[config.mk]
export PLATFORM = sky130hd
export DESIGN_NAME = acs_adc_sequencer
export DESIGN_NICKNAME = d
export VERILOG_FILES = /design/src/acs_pkg.sv /design/src/acs_adc_sequencer.sv /design/src/acs_edge_sync.sv /design/src/acs_result_bank.sv
export SDC_FILE = /design/constraint.sdc
export NUM_CORES = 1
export LEC_CHECK = 0
export BUFFER_PORTS_ARGS = -buffer_cell sky130_fd_sc_hd__buf_2
export CORE_MARGIN = 2
export CORE_UTILIZATION = 45
export CTS_BUF_LIST = sky130_fd_sc_hd__clkbuf_8 sky130_fd_sc_hd__clkbuf_16
export DETAILED_ROUTE_END_ITERATION = 10
export GPL_ROUTABILITY_DRIVEN = 0
export PLACE_DENSITY = 0.64
export SLEW_MARGIN = 15
export SYNTH_ARGS = -nofsm -noshare
export SYNTH_HDL_FRONTEND = slang
export SYNTH_SLANG_ARGS = --single-unit
[constraint.sdc]
create_clock -name i_clock -period 4 [get_ports i_clock]
set_input_delay 1.2 -clock i_clock [delete_from_list [all_inputs] [get_ports i_clock]]
set_output_delay 1.2 -clock i_clock [all_outputs]
set_load 0.1 [all_outputs]
[src/acs_pkg.sv]
package acs_pkg;

   // register byte addresses on the internal bus
   localparam logic [15:0] ADDR_RESULT_A_HIGH = 16'hffe0;
   localparam logic [15:0] ADDR_RESULT_A_LOW = 16'hffe1;
   localparam logic [15:0] ADDR_RESULT_B_HIGH = 16'hffe2;
   localparam logic [15:0] ADDR_RESULT_B_LOW = 16'hffe3;
   localparam logic [15:0] ADDR_RESULT_C_HIGH = 16'hffe4;
   localparam logic [15:0] ADDR_RESULT_C_LOW = 16'hffe5;
   localparam logic [15:0] ADDR_RESULT_D_HIGH = 16'hffe6;
   localparam logic [15:0] ADDR_RESULT_D_LOW = 16'hffe7;
   localparam logic [15:0] ADDR_CONV_CTRL_STATUS = 16'hffe8;
   localparam logic [15:0] ADDR_TRIG_CTRL = 16'hffe9;

   // conversion control/status field positions
   localparam int CSR_END_FLAG_BIT = 7;
   localparam int CSR_IRQ_ENABLE_BIT = 6;
   localparam int CSR_START_BIT = 5;
   localparam int CSR_SCAN_BIT = 4;
   localparam int CSR_TIME_SEL_BIT = 3;
   localparam int CSR_CHAN_MSB = 2;
   localparam int TRIG_ENABLE_BIT = 7;

   // reset and fixed values
   localparam logic [7:0] CSR_RESET = 8'h00;
   localparam logic [7:0] TRIG_CTRL_RESET = 8'h7f;
   localparam logic [6:0] TRIG_RESERVED_ONES = 7'h7f;
   localparam logic [9:0] RESULT_RESET = 10'h000;
   localparam logic [7:0] UNMAPPED_READ = 8'h00;

   // conversion lengths in system clock states
   localparam logic [8:0] CONV_LONG_FIRST_CYC = 9'h10a;  // 266 states
   localparam logic [8:0] CONV_SHORT_FIRST_CYC = 9'h086; // 134 states
   localparam logic [8:0] CONV_LONG_NEXT_CYC = 9'h100;   // 256 states
   localparam logic [8:0] CONV_SHORT_NEXT_CYC = 9'h080;  // 128 states

   // whole state of the control block
   typedef struct packed {
      logic end_flag;
      logic irq_en;
      logic start;
      logic scan;
      logic time_sel;
      logic [2:0] chan_field;
      logic trig_en;
      logic clear_armed;
      logic busy;
      logic [8:0] cnt;
      logic [1:0] step;
      logic [7:0] rdata;
      logic [7:0] hold;
   } acs_state_t;

   localparam acs_state_t ACS_STATE_RESET = '0;

endpackage : acs_pkg

[src/acs_adc_sequencer.sv]
`timescale 1ns/1ps
// Overview of operation
// result upper 8 bits high, low 2 bits top
// six lowest result bits read zero
// inputs 0/4 to A, 1/5 B, 2/6 C, 3/7 D
// results cleared on reset and standby
// control/status cleared on reset and standby
// end flag set at single or scan end
// end flag cleared by read-one then write-zero
// interrupt request only when enable bit set
// start stays set, single mode self-clears
// scan repeats until start bit cleared
// start set by software or trigger pin
// bit 4 picks single or scan mode
// bit 3 picks 266 or 134 states
// channel field picks input or scan group
// software stops before changing mode or channels
// enabled trigger starts on falling edge
// trigger register low seven bits read one
// trigger register reset value seven ones
// high read returns byte, latches low byte
// software reads high byte before low byte
// scan starts group first, restarts after stop
// later scan conversions 256 or 128 states
// scan end sets flag and restarts group
// result and end flag update together
module acs_adc_sequencer
   import acs_pkg::*;
(
   input wire logic i_clock,               // system clock, 250 MHz
   input wire logic i_rst,                 // async reset, active high
   input wire logic i_standby,             // standby entry, same clock
   input wire logic [15:0] i_addr,         // internal bus address
   input wire logic i_rd,                  // read strobe, one cycle
   input wire logic i_wr,                  // write strobe, one cycle
   input wire logic [7:0] i_wdata,         // write data
   output logic [7:0] o_rdata,             // read data, next cycle
   input wire logic i_ext_trigger_n,       // external trigger pin
   input wire logic [9:0] i_analog_result, // result from analog core
   output logic [2:0] o_sample_chan,       // analog input in use
   output logic o_conv_busy,               // conversion in progress
   output logic o_conv_end_irq             // conversion-end request
);

   import acs_pkg::*;

   acs_state_t s_reg;
   acs_state_t s_next;

   logic trig_fall;
   logic [3:0] rd_off;
   logic [1:0] bank_rd_sel;
   logic [7:0] bank_high;
   logic [7:0] bank_low;
   logic bank_wr;
   logic [2:0] cur_chan;
   logic [8:0] first_len;
   logic [8:0] next_len;
   logic scan_last;

   // address inside the block's window
   function automatic logic addr_hit(input logic [15:0] addr);
      addr_hit = (addr >= ADDR_RESULT_A_HIGH) && (addr <= ADDR_TRIG_CTRL);
   endfunction : addr_hit

   // offset from the first result register
   function automatic logic [3:0] addr_off(input logic [15:0] addr);
      logic [15:0] diff;
      diff = addr - ADDR_RESULT_A_HIGH;
      addr_off = diff[3:0];
   endfunction : addr_off

   // control/status read view
   function automatic logic [7:0] csr_view(input acs_state_t st);
      logic [7:0] v;
      v = CSR_RESET;
      v[CSR_END_FLAG_BIT] = st.end_flag;
      v[CSR_IRQ_ENABLE_BIT] = st.irq_en;
      v[CSR_START_BIT] = st.start;
      v[CSR_SCAN_BIT] = st.scan;
      v[CSR_TIME_SEL_BIT] = st.time_sel;
      v[CSR_CHAN_MSB:0] = st.chan_field;
      csr_view = v;
   endfunction : csr_view

   // falling-edge detect on the trigger pin
   acs_edge_sync u_trig_sync (
      .i_clock (i_clock),
      .i_rst (i_rst),
      .i_pin (i_ext_trigger_n),
      .o_fall (trig_fall)
   );

   // four result registers
   acs_result_bank u_bank (
      .i_clock (i_clock),
      .i_rst (i_rst),
      .i_clear (i_standby),
      .i_wr_en (bank_wr),
      .i_wr_sel (cur_chan[1:0]),
      .i_wr_data (i_analog_result),
      .i_rd_sel (bank_rd_sel),
      .o_high_byte (bank_high),
      .o_low_byte (bank_low)
   );

   // read decode
   assign rd_off = addr_off(i_addr);
   assign bank_rd_sel = rd_off[2:1];

   // channel under conversion: fixed input or group base plus step
   always_comb
   begin
      if (s_reg.scan)
         cur_chan = {s_reg.chan_field[2], s_reg.step};
      else
         cur_chan = s_reg.chan_field;
   end

   // conversion lengths chosen by the time select bit
   always_comb
   begin
      if (s_reg.time_sel)
      begin
         first_len = CONV_SHORT_FIRST_CYC;
         next_len = CONV_SHORT_NEXT_CYC;
      end
      else
      begin
         first_len = CONV_LONG_FIRST_CYC;
         next_len = CONV_LONG_NEXT_CYC;
      end
   end

   // last channel of the scan group reached
   assign scan_last = (s_reg.step == s_reg.chan_field[1:0]);

   // next state: bus, sequencer, trigger, standby
   always_comb
   begin
      s_next = s_reg;
      bank_wr = 1'b0;

      // bus read, data registered for the next cycle
      if (i_rd)
      begin
         s_next.rdata = UNMAPPED_READ;
         if (addr_hit(i_addr))
         begin
            if (rd_off < 4'h8)
            begin
               if (!rd_off[0])
               begin
                  s_next.rdata = bank_high;
                  s_next.hold = bank_low;
               end
               else
               begin
                  s_next.rdata = s_reg.hold;
               end
            end
            else if (i_addr == ADDR_CONV_CTRL_STATUS)
            begin
               s_next.rdata = csr_view(s_reg);
               if (s_reg.end_flag)
                  s_next.clear_armed = 1'b1;
            end
            else
            begin
               s_next.rdata = {s_reg.trig_en, TRIG_RESERVED_ONES};
            end
         end
      end

      // bus write
      if (i_wr && (i_addr == ADDR_CONV_CTRL_STATUS))
      begin
         s_next.irq_en = i_wdata[CSR_IRQ_ENABLE_BIT];
         s_next.start = i_wdata[CSR_START_BIT];
         s_next.scan = i_wdata[CSR_SCAN_BIT];
         s_next.time_sel = i_wdata[CSR_TIME_SEL_BIT];
         s_next.chan_field = i_wdata[CSR_CHAN_MSB:0];
         // writing one leaves the flag alone
         if (s_reg.clear_armed && !i_wdata[CSR_END_FLAG_BIT])
            s_next.end_flag = 1'b0;
         s_next.clear_armed = 1'b0;
      end
      else if (i_wr && (i_addr == ADDR_TRIG_CTRL))
      begin
         s_next.trig_en = i_wdata[TRIG_ENABLE_BIT];
      end

      // sequencer: stop, launch, count down, finish
      if (s_reg.busy && !s_reg.start)
      begin
         s_next.busy = 1'b0;
         s_next.step = 2'b00;
      end
      else if (!s_reg.busy && s_reg.start)
      begin
         s_next.busy = 1'b1;
         s_next.step = 2'b00;
         s_next.cnt = first_len - 9'h001;
      end
      else if (s_reg.busy)
      begin
         if (s_reg.cnt != 9'h000)
         begin
            s_next.cnt = s_reg.cnt - 9'h001;
         end
         else
         begin
            // result and flag written at the same edge
            bank_wr = 1'b1;
            if (!s_reg.scan)
            begin
               s_next.end_flag = 1'b1;
               s_next.start = 1'b0;
               s_next.busy = 1'b0;
            end
            else
            begin
               s_next.cnt = next_len - 9'h001;
               if (scan_last)
               begin
                  s_next.end_flag = 1'b1;
                  s_next.step = 2'b00;
               end
               else
               begin
                  s_next.step = s_reg.step + 2'b01;
               end
            end
         end
      end

      // enabled trigger sets start, winning over any clear except standby
      if (trig_fall && s_reg.trig_en)
         s_next.start = 1'b1;

      // standby returns every register to its reset value
      if (i_standby)
      begin
         s_next = ACS_STATE_RESET;
      end
   end

   // single state register
   always_ff @(posedge i_clock or posedge i_rst)
   begin
      if (i_rst)
         s_reg <= ACS_STATE_RESET;
      else
         s_reg <= s_next;
   end

   // outputs
   assign o_rdata = s_reg.rdata;
   assign o_sample_chan = cur_chan;
   assign o_conv_busy = s_reg.busy;
   assign o_conv_end_irq = s_reg.end_flag & s_reg.irq_en;

endmodule : acs_adc_sequencer

[src/acs_edge_sync.sv]
`timescale 1ns/1ps
module acs_edge_sync (
   input wire logic i_clock, // system clock
   input wire logic i_rst,   // async reset, active high
   input wire logic i_pin,   // asynchronous pin level
   output logic o_fall       // one-cycle pulse on high-to-low
);

   typedef struct packed {
      logic s1;
      logic s2;
      logic s3;
   } acs_sync_t;

   acs_sync_t s_reg;
   acs_sync_t s_next;

   // two-stage synchroniser plus one history stage
   always_comb
   begin
      s_next = s_reg;
      s_next.s1 = i_pin;
      s_next.s2 = s_reg.s1;
      s_next.s3 = s_reg.s2;
   end

   // idle level of the pin is high
   always_ff @(posedge i_clock or posedge i_rst)
   begin
      if (i_rst)
         s_reg <= '1;
      else
         s_reg <= s_next;
   end

   // edge seen only behind the second stage
   assign o_fall = s_reg.s3 & ~s_reg.s2;

endmodule : acs_edge_sync

[src/acs_result_bank.sv]
`timescale 1ns/1ps
module acs_result_bank
   import acs_pkg::*;
(
   input wire logic i_clock,            // system clock
   input wire logic i_rst,              // async reset, active high
   input wire logic i_clear,            // synchronous clear (standby)
   input wire logic i_wr_en,            // store a result this cycle
   input wire logic [1:0] i_wr_sel,     // result register to store into
   input wire logic [9:0] i_wr_data,    // 10-bit conversion result
   input wire logic [1:0] i_rd_sel,     // result register to read
   output logic [7:0] o_high_byte,      // upper 8 bits of result
   output logic [7:0] o_low_byte        // lowest 2 bits, left aligned
);

   typedef struct packed {
      logic [3:0][9:0] res;
   } acs_bank_t;

   acs_bank_t s_reg;
   acs_bank_t s_next;

   // store or clear the four results
   always_comb
   begin
      s_next = s_reg;
      for (int i = 0; i < 4; i++)
      begin
         if (i_clear)
            s_next.res[i] = RESULT_RESET;
         else if (i_wr_en && (i_wr_sel == i[1:0]))
            s_next.res[i] = i_wr_data;
      end
   end

   always_ff @(posedge i_clock or posedge i_rst)
   begin
      if (i_rst)
         s_reg <= '0;
      else
         s_reg <= s_next;
   end

   // byte views, reserved low six bits read zero
   assign o_high_byte = s_reg.res[i_rd_sel][9:2];
   assign o_low_byte = {s_reg.res[i_rd_sel][1:0], 6'h00};

endmodule : acs_result_bank

==> metrics.txt <==
vias after detailed routing=between 3000 and 4000; CTS resizes=0; CTS Sinks=75; post-synthesis async set-or-reset flop share=100.0%; Largest register FFs=40; #FFs+latches synth=75; EDFF count, synth=0; vias in the first global route=around 3500; H-tree levels=3; CTS Buffer Depth=2; Max Cap Viol=0; Worst Max-Slew Pin Slew=roughly 0.75 ns; fillers=around 800; Die Height=roughly 100 um; Slew HR=approximately half; Critical Path AT=between 2 and 2.5 ns; largest cells by area after synthesis=dfrtp_1 (44%), a31o_2 (6.6%), mux4_2 (5.4%), nor4_1 (5.1%), nand2_1 (3.9%); Die Wd=between 90 and 100 um; CTS tree=yes; ANT nets after route=0; hold buffer count at CTS=0; initial antenna violation count=0; Hold Path Class=reg -> reg; Main synth FF type=dfrtp_1; fmax=0.3013 GHz; dpl ws=just over 1 ns; Seq/Total Area, Yosys=a little under half; most instantiated library cell after synthesis=dfrtp_1; crit start category=flip-flop; Worst-path clk slew=approximately 0.09 ns; clock latency on the worst-skew pair=0.35 ns; antenna cells=0; pin count of the biggest net entering global routing=42; Post-Syn Area=slightly above 4000 um2; Max Slew Vio Count=0; synth warn=0; worst setup path class=reg -> out; Crit path max-delay family=buffers and inverters; TritonRoute pass-1 iters=5; DIE AREA=between 9000 and 10000 um2; Pwr Density=~310 nW/um2; Area Growth Syn to Fin=12.17%; Total Routing Usage GR=roughly 23%; syn_area_per_cell=~10 um2; # Post-CTS Setup Buffers=0; Synth Instances=approximately 410; RSZ-0062 raised after global routing=no; fin crit share=roughly 83%; setup violators final=0; synth cell count leaders=dfrtp_1 (72), nand2_1 (43), nor4_1 (34); Starting Density=46.95%; Site Rows=34; average wire per standard cell=19.18 um; DRT Wirelength=between 10 and 15 mm; Setup Skew=between 0.01 and 0.015 ns; cts bufs inserted=9; status=completed; # IOs=53; Core Area=between 8000 and 9000 um2; DRC=0; worst path required time=2.80 ns; Port Buffers=52; Root Driver=clkbuf_8; setup ws final=0.6806 ns; Largest stage delay, worst path=between 0.5 and 0.6 ns; fin nets=just under 500; peak supply drop=between 0.15 and 0.2 mV; gr ovfl total=0; CP bufs+invs=2; DRT iter0 DRCs=between 150 and 200; post-synth top area share=roughly 44%; CP endpoint kind=output port; synthesized net count=~450; Setup TNS=0 ns; crit path max-delay cell type=dfrtp_1; first-pass GRT wire length=between 15 and 20 mm; Detailed Place HPWL=roughly 7.3 mm; minimum clock period after layout=3.319 ns; worst-path fanout max=14; Via-to-Cell Ratio=between 6 and 7; final hold vios=0; proportion of layout cells with a drive suffix above 1=29.87%; crit path cell chain=nand2_1, o21a_1, inv_1, buf_2; top cell type by total area after synthesis=dfrtp_1; Final Non-Filler Cells=560; Leak=2.006 nW; # placed instances=roughly 540; synth unique cells=53; worst reg2reg setup slack=1.48 ns
## report_power, final
group | switching, mW | total (mW) | internal, mW | leakage (nW)
sequential | 0.000515 | 0.761 | 0.760 | 1.04
combinational | 0.0611 | 0.0904 | 0.0293 | 0.873
clock | 0.300 | 0.591 | 0.291 | 0.0958
total | 0.362 | 1.44 | 1.08 | 2.01
## cells in the final DEF (no fill, tap or decap), drive strengths merged, types with 2 or more instances in the layout
master and count:
a21oi 25, a311o 3, a31o 31, and4 3, buf 63, clkbuf 9
clkinv 4, clkinvlp 2, dfrtp 72, dfstp 3, ha 3, inv 15
mux2 2, mux2i 12, mux4 10, nand2 43, nand2b 4, nand3 11
nand4 8, nand4b 5, nor2 17, nor2b 3, nor3 9, nor4 35
nor4b 2, nor4bb 2, o211ai 2, o21a 3, o21ai 17, o31a 2
o31ai 9, or3 2, or4 3, xor2 2
## through the flow
| step | area [um2] | util (%) | hold slack [ns] | power, mW |
|---|---|---|---|---|
| final | 4637 | 52.66 | 0.3605 | 1.442 |
| after global routing | 4637 | 52.66 | 0.3712 | 1.500 |
| after CTS | 4637 | 52.66 | 0.3625 | 1.457 |
| after detailed placement | 4437 | 50.38 | 0.3494 | 0.8672 |
| after global placement | 4437 | 50.38 | 0.3471 | 0.8659 |
| after floorplan | 4134 | - | 0.3452 | 0.8250 |
## layout make-up
cell class	count	area (um2)	share of cell area, %
Clock buffer	9	123.9	2.671
Clock inverter	7	76.32	1.646
Sequential cell	75	1881	40.56
Multi-Input combinational cell	283	2009	43.34
Inverter	15	56.30	1.214
Timing Repair Buffer	63	355.3	7.663
Tap cell	108	135.1	2.914
## worst paths after layout
check	startpoint	endpoint	cells past startpoint
max in group asynchronous	i_rst	u_trig_sync.s_reg[0]	3
hold / removal	u_trig_sync.s_next[1]	u_trig_sync.s_next[0]	0
hold reg to reg	u_trig_sync.s_next[1]	u_trig_sync.s_next[0]	0
min in group asynchronous	i_rst	u_bank.s_reg[1]	2
setup reg to reg	o_conv_busy	u_bank.s_reg[26]	8
setup / recovery	s_reg[34]	o_sample_chan[0]	4
## layer usage
metal / vias up / track usage [%] / share of wire (%)
li1: 1634 / - / -
met1: 1761 / 31.39 / 45
met2: 90 / 36.64 / 49
met3: 4 / 3.969 / 4.8
met4: 0 / 6.639 / 0.36
met5: - / 0 / 0
## cell families (layout without fill, tap and decap cells)
kind of cell | Yosys count | after routing | synth area share [%]
multiplexers | 24 | 24 | 8.898
flip-flops | 75 | 75 | 45.49
adder cells (fa/ha/maj) | 3 | 3 | 0.9081
AND/OR/NAND/NOR | 152 | 152 | 20.82
XOR/XNOR | 2 | 2 | 0.4238
buffers and inverters | 53 | 94 | 6.023
AO/OA/AOI/OAI | 102 | 102 | 17.43
(Power assumes the default switching activity.)
